$ cat src/hdl/clk_cond_pkg.sv
package clk_cond_pkg;

  // register addresses on the serial port (15-bit address space)
  localparam logic [14:0] ADDR_CHAN_PAGE   = 15'h0008;
  localparam logic [14:0] ADDR_DIV_RATIO   = 15'h0108;
  localparam logic [14:0] ADDR_SYSREF_CTRL = 15'h010B;
  localparam logic [14:0] ADDR_HALF_DELAY  = 15'h010C;
  localparam logic [14:0] ADDR_DELAY_CTRL  = 15'h0110;
  localparam logic [14:0] ADDR_SUPERFINE   = 15'h0111;
  localparam logic [14:0] ADDR_FINE        = 15'h0112;
  localparam logic [14:0] ADDR_STAB_A      = 15'h011C;
  localparam logic [14:0] ADDR_STAB_B      = 15'h011E;

  // serial frame: read flag, 15 address bits, 8 data bits
  localparam logic [4:0]  SPI_LAST_HDR_BIT  = 5'h0F;
  localparam logic [4:0]  SPI_FIRST_RD_SHIFT = 5'h11;
  localparam logic [4:0]  SPI_LAST_BIT      = 5'h17;
  localparam logic [4:0]  SPI_DONE_CNT      = 5'h18;

  // synchroniser lanes
  localparam int SYNC_CSB    = 0;
  localparam int SYNC_SCLK   = 1;
  localparam int SYNC_SDI    = 2;
  localparam int SYNC_SYSREF = 3;

  // divider ratio codes and the last phase count for each
  localparam logic [1:0]  DIV_BY1 = 2'h0;
  localparam logic [1:0]  DIV_BY2 = 2'h1;
  localparam logic [1:0]  DIV_BY4 = 2'h3;
  localparam logic [1:0]  LAST_BY1 = 2'h0;
  localparam logic [1:0]  LAST_BY2 = 2'h1;
  localparam logic [1:0]  LAST_BY4 = 2'h3;
  localparam logic [1:0]  HIGH_PHASES_BY4 = 2'h2;

  // field positions
  localparam int SYSREF_EN_BIT  = 0;
  localparam int SYSREF_PH_LSB  = 2;
  localparam int FINE_RES_BIT   = 2;
  localparam int ENABLE_BIT     = 0;

  // delay control modes and step limits
  localparam logic [2:0]  DLY_MODE_OFF  = 3'h0;
  localparam logic [2:0]  DLY_MODE_SF_A = 3'h2;
  localparam logic [2:0]  DLY_MODE_SF_B = 3'h6;
  localparam logic [7:0]  FINE_MAX_16   = 8'h0F;
  localparam logic [7:0]  FINE_MAX_192  = 8'hBF;
  localparam logic [7:0]  SUPERFINE_MAX = 8'h7F;
  localparam int          SUPERFINE_STEP_FS = 250;

  // reset values
  localparam logic [1:0]  CHAN_PAGE_RST = 2'h3;
  localparam logic [1:0]  DIV_RATIO_RST = 2'h0;
  localparam logic [3:0]  SYSREF_RST    = 4'h0;
  localparam logic [2:0]  DLY_CTRL_RST  = 3'h0;
  localparam logic [7:0]  DLY_VALUE_RST = 8'h00;

  // per-channel delay settings handed to the analog delay lines
  typedef struct packed {
    logic       half_cycle;
    logic       fine_on;
    logic       fine_192;
    logic [7:0] fine;
    logic       superfine_on;
    logic [7:0] superfine;
  } chan_delay_t;

  typedef enum logic [2:0] {
    SPI_IDLE = 3'b001,
    SPI_HEAD = 3'b010,
    SPI_DATA = 3'b100
  } spi_state_t;

endpackage

$ cat src/hdl/adc_clock_conditioner.sv
// Function
// divide the input clock by one, two or four per the ratio register
// host loads the divide ratio before applying the clock
// valid SYSREF resets the divider to a programmed phase state
// half input cycle phase delay, enabled separately per channel
// writing the half-period register does not disturb the output link
// three-bit control selects fine or fine plus superfine; superfine only at 2 or 6
// fine delay offers sixteen-step and 192-step resolutions
// eight-bit fine value sets edge delay across up to 192 steps
// eight-bit unsigned superfine value gives 128 quarter-picosecond steps
// fine and superfine values are held separately for both channels
// delay changes take effect at once after the serial write
// enabling fine delay in the control register resets the datapath
// changing fine or superfine values causes no datapath reset
// lower-rate grade leaves reset with duty-cycle stabiliser off
// higher-rate grade leaves reset with duty-cycle stabiliser on
// host turns on both stabiliser stages when no faster clock exists
// divided clock to the converter has fifty percent duty cycle; DIV_CLK is held high at divide by one
// host applies matching settings to digital and analog delay circuits
// after realignment counting resumes from the programmed state next edge
module adc_clock_conditioner
  import clk_cond_pkg::*;
#(
  parameter bit HIGH_RATE_GRADE = 1'b0
) (
  // clock and reset
  input  wire logic        CLOCK,
  input  wire logic        RST_N,
  // alignment pulse from the clock source
  input  wire logic        SYSREF,
  // serial control port
  input  wire logic        SPI_CSB_N,
  input  wire logic        SPI_SCLK,
  input  wire logic        SPI_SDI,
  output logic             SPI_SDO,
  output logic             SPI_SDO_OE_N,
  // divided sample clock
  output logic             DIV_CLK,
  output logic             SAMPLE_EN,
  output logic [1:0]       DIV_PHASE,
  // per-channel delay controls
  output chan_delay_t      CHAN_A_DELAY,
  output chan_delay_t      CHAN_B_DELAY,
  output logic             DATAPATH_RESET,
  // duty-cycle stabiliser stages
  output logic             DUTY_CYCLE_STABILISER_STAGE_ONE_EN,
  output logic             DUTY_CYCLE_STABILISER_STAGE_TWO_EN
);

  ////////////////////////////////////////////////////////////////////////////
  // functions

  // last phase count of the divider for a ratio code
  function automatic logic [1:0] div_last(input logic [1:0] code);
    if (code == DIV_BY4) begin
      div_last = LAST_BY4;
    end else if (code == DIV_BY2) begin
      div_last = LAST_BY2;
    end else begin
      div_last = LAST_BY1;
    end
  endfunction

  // divided clock level: high for the first half of a two- or four-cycle period, always high at ratio one
  function automatic logic div_level(input logic [1:0] code, input logic [1:0] cnt);
    if (code == DIV_BY4) begin
      div_level = (cnt < HIGH_PHASES_BY4);
    end else if (code == DIV_BY2) begin
      div_level = (cnt == LAST_BY1);
    end else begin
      div_level = 1'b1;
    end
  endfunction

  // effective delay settings for one channel
  function automatic chan_delay_t pack_delay(input logic       half,
                                             input logic [2:0] mode,
                                             input logic [7:0] fine,
                                             input logic [7:0] sfine);
    chan_delay_t d;
    logic [7:0]  lim;
    d            = '0;
    lim          = mode[FINE_RES_BIT] ? FINE_MAX_192 : FINE_MAX_16;
    d.half_cycle = half;
    d.fine_on    = (mode != DLY_MODE_OFF);
    d.fine_192   = mode[FINE_RES_BIT];
    d.fine       = d.fine_on ? ((fine > lim) ? lim : fine) : DLY_VALUE_RST;
    d.superfine_on = (mode == DLY_MODE_SF_A) || (mode == DLY_MODE_SF_B);
    d.superfine  = d.superfine_on ? ((sfine > SUPERFINE_MAX) ? SUPERFINE_MAX : sfine)
                                  : DLY_VALUE_RST;
    pack_delay   = d;
  endfunction

  ////////////////////////////////////////////////////////////////////////////
  // pin synchronisers

  logic [3:0] sync1_ff;
  logic [3:0] sync2_ff;
  logic [3:0] sync3_ff;
  logic [3:0] filt_ff;
  logic [3:0] filt_q_ff;
  logic [3:0] nxt_filt;

  // a lane only moves once the second and third stages agree
  assign nxt_filt = (sync2_ff & sync3_ff) | (filt_ff & (sync2_ff ^ sync3_ff));

  // three stages; the first is read by the second only
  always_ff @(posedge CLOCK or negedge RST_N) begin
    if (!RST_N) begin
      sync1_ff  <= 4'h3;  // csb and sclk idle high: no false edge at release
      sync2_ff  <= 4'h3;
      sync3_ff  <= 4'h3;
      filt_ff   <= 4'h3;
      filt_q_ff <= 4'h3;
    end else begin
      sync1_ff  <= {SYSREF, SPI_SDI, SPI_SCLK, SPI_CSB_N};
      sync2_ff  <= sync1_ff;
      sync3_ff  <= sync2_ff;
      filt_ff   <= nxt_filt;
      filt_q_ff <= filt_ff;
    end
  end

  logic cs_active;
  logic sclk_rise;
  logic sclk_fall;
  logic sysref_rise;
  logic sdi_bit;

  assign cs_active   = ~filt_ff[SYNC_CSB];
  assign sclk_rise   = filt_ff[SYNC_SCLK] & ~filt_q_ff[SYNC_SCLK];
  assign sclk_fall   = ~filt_ff[SYNC_SCLK] & filt_q_ff[SYNC_SCLK];
  assign sysref_rise = filt_ff[SYNC_SYSREF] & ~filt_q_ff[SYNC_SYSREF];
  assign sdi_bit     = filt_ff[SYNC_SDI];

  ////////////////////////////////////////////////////////////////////////////
  // serial port

  spi_state_t  spi_state_ff;
  logic [4:0]  bit_cnt_ff;
  logic [14:0] shift_ff;
  logic        rd_mode_ff;
  logic [14:0] addr_ff;
  logic [7:0]  rd_shift_ff;
  logic [7:0]  rd_value;
  logic        wr_stb;
  logic [7:0]  wr_data;
  logic [14:0] hdr_addr;

  assign hdr_addr = {shift_ff[13:0], sdi_bit};
  assign wr_data  = {shift_ff[6:0], sdi_bit};
  // write commits on the last data bit; a frame cut short writes nothing
  assign wr_stb   = (spi_state_ff == SPI_DATA) && cs_active && sclk_rise &&
                    (bit_cnt_ff == SPI_LAST_BIT) && !rd_mode_ff;

  // frame sequencing; deasserting chip select always returns to idle
  always_ff @(posedge CLOCK or negedge RST_N) begin
    if (!RST_N) begin
      spi_state_ff <= SPI_IDLE;
      bit_cnt_ff   <= 5'h00;
      rd_mode_ff   <= 1'b0;
      addr_ff      <= 15'h0000;
    end else begin
      case (spi_state_ff)
        SPI_IDLE: begin
          bit_cnt_ff <= 5'h00;
          if (cs_active) begin
            spi_state_ff <= SPI_HEAD;
          end
        end
        SPI_HEAD: begin
          if (!cs_active) begin
            spi_state_ff <= SPI_IDLE;
          end else if (sclk_rise) begin
            bit_cnt_ff <= bit_cnt_ff + 5'h01;
            if (bit_cnt_ff == SPI_LAST_HDR_BIT) begin
              spi_state_ff <= SPI_DATA;
              rd_mode_ff   <= shift_ff[14];
              addr_ff      <= hdr_addr;
            end
          end
        end
        SPI_DATA: begin
          if (!cs_active) begin
            spi_state_ff <= SPI_IDLE;
          end else if (sclk_rise && bit_cnt_ff != SPI_DONE_CNT) begin
            bit_cnt_ff <= bit_cnt_ff + 5'h01;
          end
        end
        default: begin
          spi_state_ff <= SPI_IDLE;
        end
      endcase
    end
  end

  // input shifter
  always_ff @(posedge CLOCK or negedge RST_N) begin
    if (!RST_N) begin
      shift_ff <= 15'h0000;
    end else if (spi_state_ff == SPI_IDLE) begin
      shift_ff <= 15'h0000;
    end else if (sclk_rise) begin
      shift_ff <= {shift_ff[13:0], sdi_bit};
    end
  end

  // read shifter: loaded at the end of the header, advanced on falling edges
  always_ff @(posedge CLOCK or negedge RST_N) begin
    if (!RST_N) begin
      rd_shift_ff <= 8'h00;
    end else if (spi_state_ff == SPI_HEAD && sclk_rise && bit_cnt_ff == SPI_LAST_HDR_BIT) begin
      rd_shift_ff <= rd_value;
    end else if (spi_state_ff == SPI_DATA && sclk_fall && bit_cnt_ff >= SPI_FIRST_RD_SHIFT) begin
      rd_shift_ff <= {rd_shift_ff[6:0], 1'b0};
    end
  end

  assign SPI_SDO      = rd_shift_ff[7];
  assign SPI_SDO_OE_N = !(spi_state_ff == SPI_DATA && rd_mode_ff && cs_active);

  ////////////////////////////////////////////////////////////////////////////
  // registers

  logic [1:0] page_ff;
  logic [1:0] div_ratio_ff;
  logic [3:0] sysref_ctrl_ff;
  logic       half_ff   [2];
  logic [2:0] dly_ctrl_ff [2];
  logic [7:0] sfine_ff  [2];
  logic [7:0] fine_ff   [2];
  logic       stab_a_ff;
  logic       stab_b_ff;
  logic       rd_ch;
  logic [1:0] dp_trig;

  // reads show the lowest selected channel
  assign rd_ch = ~page_ff[0];

  // global settings
  always_ff @(posedge CLOCK or negedge RST_N) begin
    if (!RST_N) begin
      page_ff        <= CHAN_PAGE_RST;
      div_ratio_ff   <= DIV_RATIO_RST;
      sysref_ctrl_ff <= SYSREF_RST;
    end else if (wr_stb) begin
      if (addr_ff == ADDR_CHAN_PAGE) begin
        page_ff <= wr_data[1:0];
      end else if (addr_ff == ADDR_DIV_RATIO) begin
        div_ratio_ff <= wr_data[1:0];
      end else if (addr_ff == ADDR_SYSREF_CTRL) begin
        sysref_ctrl_ff <= wr_data[3:0];
      end
    end
  end

  // stabiliser stages come out of reset according to the speed grade
  always_ff @(posedge CLOCK or negedge RST_N) begin
    if (!RST_N) begin
      stab_a_ff <= HIGH_RATE_GRADE;
      stab_b_ff <= HIGH_RATE_GRADE;
    end else if (wr_stb) begin
      if (addr_ff == ADDR_STAB_A) begin
        stab_a_ff <= wr_data[ENABLE_BIT];
      end else if (addr_ff == ADDR_STAB_B) begin
        stab_b_ff <= wr_data[ENABLE_BIT];
      end
    end
  end

  // paged per-channel delay settings
  always_ff @(posedge CLOCK or negedge RST_N) begin
    if (!RST_N) begin
      for (int i = 0; i < 2; i++) begin
        half_ff[i]     <= 1'b0;
        dly_ctrl_ff[i] <= DLY_CTRL_RST;
        sfine_ff[i]    <= DLY_VALUE_RST;
        fine_ff[i]     <= DLY_VALUE_RST;
      end
    end else if (wr_stb) begin
      for (int i = 0; i < 2; i++) begin
        if (page_ff[i]) begin
          if (addr_ff == ADDR_HALF_DELAY) begin
            half_ff[i] <= wr_data[ENABLE_BIT];
          end else if (addr_ff == ADDR_DELAY_CTRL) begin
            dly_ctrl_ff[i] <= wr_data[2:0];
          end else if (addr_ff == ADDR_SUPERFINE) begin
            sfine_ff[i] <= wr_data;
          end else if (addr_ff == ADDR_FINE) begin
            fine_ff[i] <= wr_data;
          end
        end
      end
    end
  end

  // read mux; unmapped addresses and reserved bits read as zero
  always_comb begin
    rd_value = 8'h00;
    if (hdr_addr == ADDR_CHAN_PAGE) begin
      rd_value = {6'h00, page_ff};
    end else if (hdr_addr == ADDR_DIV_RATIO) begin
      rd_value = {6'h00, div_ratio_ff};
    end else if (hdr_addr == ADDR_SYSREF_CTRL) begin
      rd_value = {4'h0, sysref_ctrl_ff};
    end else if (hdr_addr == ADDR_HALF_DELAY) begin
      rd_value = {7'h00, half_ff[rd_ch]};
    end else if (hdr_addr == ADDR_DELAY_CTRL) begin
      rd_value = {5'h00, dly_ctrl_ff[rd_ch]};
    end else if (hdr_addr == ADDR_SUPERFINE) begin
      rd_value = sfine_ff[rd_ch];
    end else if (hdr_addr == ADDR_FINE) begin
      rd_value = fine_ff[rd_ch];
    end else if (hdr_addr == ADDR_STAB_A) begin
      rd_value = {7'h00, stab_a_ff};
    end else if (hdr_addr == ADDR_STAB_B) begin
      rd_value = {7'h00, stab_b_ff};
    end
  end

  ////////////////////////////////////////////////////////////////////////////
  // datapath reset

  // only a change from off to on in the control register resets the path;
  // value writes and half-period writes never reach this term
  always_comb begin
    for (int i = 0; i < 2; i++) begin
      dp_trig[i] = wr_stb && page_ff[i] && (addr_ff == ADDR_DELAY_CTRL) &&
                   (dly_ctrl_ff[i] == DLY_MODE_OFF) && (wr_data[2:0] != DLY_MODE_OFF);
    end
  end

  always_ff @(posedge CLOCK or negedge RST_N) begin
    if (!RST_N) begin
      DATAPATH_RESET <= 1'b0;
    end else begin
      DATAPATH_RESET <= |dp_trig;
    end
  end

  ////////////////////////////////////////////////////////////////////////////
  // delay outputs

  // settings go straight to the delay lines, no commit step is needed
  always_ff @(posedge CLOCK or negedge RST_N) begin
    if (!RST_N) begin
      CHAN_A_DELAY <= '0;
      CHAN_B_DELAY <= '0;
    end else begin
      CHAN_A_DELAY <= pack_delay(half_ff[0], dly_ctrl_ff[0], fine_ff[0], sfine_ff[0]);
      CHAN_B_DELAY <= pack_delay(half_ff[1], dly_ctrl_ff[1], fine_ff[1], sfine_ff[1]);
    end
  end

  assign DUTY_CYCLE_STABILISER_STAGE_ONE_EN = stab_a_ff;
  assign DUTY_CYCLE_STABILISER_STAGE_TWO_EN = stab_b_ff;

  ////////////////////////////////////////////////////////////////////////////
  // divider

  logic [1:0] cnt_ff;
  logic [1:0] nxt_cnt;
  logic [1:0] last_cnt;
  logic       sysref_valid;

  assign last_cnt     = div_last(div_ratio_ff);
  assign sysref_valid = sysref_rise && sysref_ctrl_ff[SYSREF_EN_BIT];

  // a ratio lowered mid-period wraps at once instead of running past its end
  always_comb begin
    if (sysref_valid) begin
      nxt_cnt = sysref_ctrl_ff[SYSREF_PH_LSB +: 2] & last_cnt;
    end else if (cnt_ff >= last_cnt) begin
      nxt_cnt = 2'h0;
    end else begin
      nxt_cnt = cnt_ff + 2'h1;
    end
  end

  always_ff @(posedge CLOCK or negedge RST_N) begin
    if (!RST_N) begin
      cnt_ff    <= 2'h0;
      DIV_CLK   <= 1'b1;
      SAMPLE_EN <= 1'b0;
      DIV_PHASE <= 2'h0;
    end else begin
      cnt_ff    <= nxt_cnt;
      DIV_CLK   <= div_level(div_ratio_ff, nxt_cnt);
      SAMPLE_EN <= (nxt_cnt == 2'h0);
      DIV_PHASE <= nxt_cnt;
    end
  end

endmodule

$ cat config.mk
export PLATFORM = sky130hd
export DESIGN_NAME = adc_clock_conditioner
export DESIGN_NICKNAME = d
export VERILOG_FILES = /design/src/hdl/clk_cond_pkg.sv /design/src/hdl/adc_clock_conditioner.sv
export SDC_FILE = /design/constraint.sdc
export NUM_CORES = 1
export LEC_CHECK = 0
export ABC_CLOCK_PERIOD_IN_PS = 5400
export BUFFER_PORTS_ARGS = -buffer_cell sky130_fd_sc_hd__buf_2
export CELL_PAD_IN_SITES_DETAIL_PLACEMENT = 0
export CELL_PAD_IN_SITES_GLOBAL_PLACEMENT = 1
export CORE_MARGIN = 2
export CORE_UTILIZATION = 52
export CTS_BUF_LIST = sky130_fd_sc_hd__clkbuf_16
export CTS_CLUSTER_DIAMETER = 100
export DETAILED_ROUTE_END_ITERATION = 8
export PLACE_DENSITY = 0.91
export SETUP_SLACK_MARGIN = 0.15
export SLEW_MARGIN = 10
export SYNTH_ARGS = -nofsm -noshare
export SYNTH_HDL_FRONTEND = slang
export SYNTH_SLANG_ARGS = --single-unit
$ cat constraint.sdc
create_clock -name CLOCK -period 5.4 [get_ports CLOCK]
set_input_delay 1.08 -clock CLOCK [delete_from_list [all_inputs] [get_ports CLOCK]]
set_output_delay 1.08 -clock CLOCK [all_outputs]
set_load 0.02 [all_outputs]
==> flow_metrics.py <==
metrics = {
    "floorplanning": {
        "die_x_um": 120,
        "row_count": 42,
        "io_pins": 55,
        "die-area_um2": 14500,
        "coreArea_um2": 13200,
        "start_util_pct": 53.2,
        "die_h_um": 120,
    },
    "drt": {
        "drt_iter0_drc": 397,
        "drt-met1-wl_um": 6690,
        "detail-route-antenna-nets": 0,
        "drc": 0,
        "vias": 4725,
        "drt-pass1-iter-count": 5,
        "wire_per_inst_um": 18.2,
        "avgViaCountPerCell": 5.71,
        "met3_length_um": 783,
        "postRouteWirelength_um": 15100,
        "top_layer_used": "met4",
        "met2_length_um": 7200,
    },
    "critical_path": {
        "cp_max_fo": 17,
        "path_class": "reg2reg",
        "crit_end": "addr_ff[10]",
        "reg2reg_slack_ns": 1.84,
        "r2r.worst_path.cells": 4,
        "crit_chain": "nor2b_1, nand4b_1, nor2_2, mux2_2",
        "reg2reg_to": "addr_ff[10]",
        "slowest_stage": "nor2_2",
        "end_kind": "flop",
        "worst_r2r_startpoint": "filt_ff[1]",
        "worstPathRequired_ns": 5.71,
        "crit_start": "filt_ff[1]",
        "start_kind": "flop",
        "critPathArrivalTime_ns": 3.87,
        "cpPeakStageDelay_ns": 0.88,
    },
    "synth": {
        "netlist_instances": 594,
        "synth-edff-count": 0,
        "ys.flop_type": "dfrtp_1",
        "async_flop_share_pct": 100,
        "synth_area_um2": 7040,
        "yosysTopAreaCellShare_pct": 52.2,
        "synth_top_area_cell": "dfrtp_1",
        "synth_seq_cells": 160,
        "synth.avg_cell_area_um2": 11.9,
        "synthTopCellsByArea": "dfrtp_1 52%, mux2_2 8.5%, dfstp_2 4.9%",
        "seq_area_frac_synth_pct": 57.1,
        "yosysWarnings": 0,
        "synth_cell_type_count": 56,
    },
    "cells_and_area": {
        "fin_util_pct": 60.8,
        "nets": 661,
        "layout_commonest_cell": "dfrtp_1",
        "syn_to_final_growth_pct": 14.3,
        "final_cells": 828,
        "final_layout_size_suffix_gt1_share_pct": 27.1,
        "most-common-layout-cells": "147 x dfrtp_1, 55 x nor2_1, 54 x nand2_1",
        "antenna_cells": 0,
    },
    "pwr": {
        "leakagePower_nw": 3.92,
        "cellPowerDensity_nw_per_um2": 333,
        "ir_drop_mv": 0.194,
    },
    "grt": {
        "grt_max_degree": 113,
        "grt_pass1_vias": 4687,
        "overflow": 0,
        "grt_pass1_wl_um": 24500,
        "antenna_found_initial": 0,
        "grt.total_usage_pct": 22.2,
    },
    "cts": {
        "cts_made_buffers": 17,
        "cts_tree": "yes",
        "clk_pin_slew_ns": 0.06,
        "post_cts_resize_count": 0,
        "cts_setup_buffers": 0,
        "cts_sinks": 160,
        "hold_buffers": 0,
        "h-tree-depth": 4,
        "cts_root_buf": "clkbuf_16",
        "clock_path_buffers": 2,
        "clock_latency_ns": 0.43,
    },
    "place": {
        "dp_slack_ns": 1.86,
        "place.detailed.hpwl_um": 9760,
        "place_inst": 796,
        "gp_congestion": 0.827,
        "io_buffers": 54,
    },
    "sta": {
        "finalHoldViolations": 0,
        "worst_pin_slew_ns": 1.07,
        "fin_crit_ns": 3.56,
        "rsz0062_at_grt": "false",
        "finalWorstSetupSlack_ns": 1.84,
        "setup_viol": 0,
        "finClkSkew_ns": 0.00736,
        "final-max-slew-violation-count": 0,
        "fin_setup_tns_ns": 0,
        "max_freq_mhz": 281,
        "max-slew-margin-rel_pct": 28.3,
        "fin_crit_sh_pct": 65.9,
    },
    "hold_path": {
        "hp-class": "reg2reg",
    },
    "status": {
        "status": "finished, final reports clean",
    },
    "job": {
        "drv_cap": 0,
    },
}
==> synthesized netlist by cell type, types with 4 or more instances <==
cell / count
dfrtp_1: 147
nor3_1: 9
nor4_1: 6
nand2_1: 54
and3_1: 6
buf_2: 4
o21a_1: 17
nor2b_1: 8
o22ai_1: 6
mux2_4: 16
clkbuf_1: 24
a21o_1: 7
nand4b_1: 4
a211o_1: 4
nor2_1: 55
a21oi_1: 28
mux2_2: 53
mux2i_1: 19
nand3_1: 9
nand2b_1: 8
nand4_1: 6
ha_1: 16
dfstp_2: 13
inv_1: 16
o21ai_0: 11
==> registers in the layout (all words and copies together), names as in the netlist, 5 cells and up <==
name          cells
CHAN_B_DELAY     20
fine_ff          16
shift_ff         15
addr_ff          15
sfine_ff         16
bit_cnt_ff        5
dly_ctrl_ff       6
rd_shift_ff       8
CHAN_A_DELAY     20
==> where the power goes <==
group | total, mW | leakage [nW] | internal [mW] | switching [mW]
sequential | 1.27 | 2.16 | 1.23 | 0.0442
clock | 1.26 | 0.302 | 0.770 | 0.486
combinational | 0.150 | 1.46 | 0.0475 | 0.102
==> cell type report <==
| cell class | count | area (um^2) |
|---|---|---|
| Fill cell | 1084 | 5200 |
| Clock inverter | 15 | 191 |
| Sequential cell | 160 | 4020 |
| Multi-Input combinational cell | 388 | 2840 |
| Clock buffer | 17 | 425 |
| Inverter | 16 | 60.1 |
| Tap cell | 176 | 220 |
| Timing Repair Buffer | 56 | 292 |
==> per-stage QoR <==
stage                     hold slack (ns)  power, mW  area (um^2)
final                               0.352       2.68         8050
after global routing                0.363       2.76         8050
after CTS                           0.355       2.69         8050
after detailed placement            0.340       1.44         7430
after global placement              0.333       1.43         7430
after floorplan                     0.331       1.38         7050
==> cells by family (layout without fill, tap and decap cells) <==
kind of cell	after synthesis	after routing	share of synthesized area [%]
multiplexers	88	88	14.6
AO/OA/AOI/OAI	94	94	8.72
other	1	2	0.0533
AND/OR/NAND/NOR	185	185	13.6
buffers and inverters	47	104	2.68
flip-flops	160	160	57.1
adder cells (fa/ha/maj)	16	16	2.84
XOR/XNOR	3	3	0.373
==> routing by layer <==
metal	vias up	global-route usage, %
met1	2347	29.6
li1	2170	-
met2	170	34.8
met4	0	8.79
met5	-	0
met3	38	5.66
==> worst min path at each step <==
stage	start	endpoint	slack, ns	cells after the start
after floorplan	sync1_ff[2]	sync2_ff[2]	0.33	0
final	sync1_ff[3]	sync2_ff[3]	0.35	0
after CTS	sync1_ff[3]	sync2_ff[3]	0.36	0
after detailed placement	sync1_ff[3]	sync2_ff[3]	0.34	0
after global placement	sync1_ff[2]	sync2_ff[2]	0.33	0
after global routing	sync1_ff[0]	sync2_ff[0]	0.36	0
==> critical path, delay by kind of cell (launching register included) <==
kind	cells	cell delay, ns
AND/OR/NAND/NOR	3	2.48
flip-flops	1	0.55
multiplexers	1	0.41
Power figures use the tool's default switching activity.
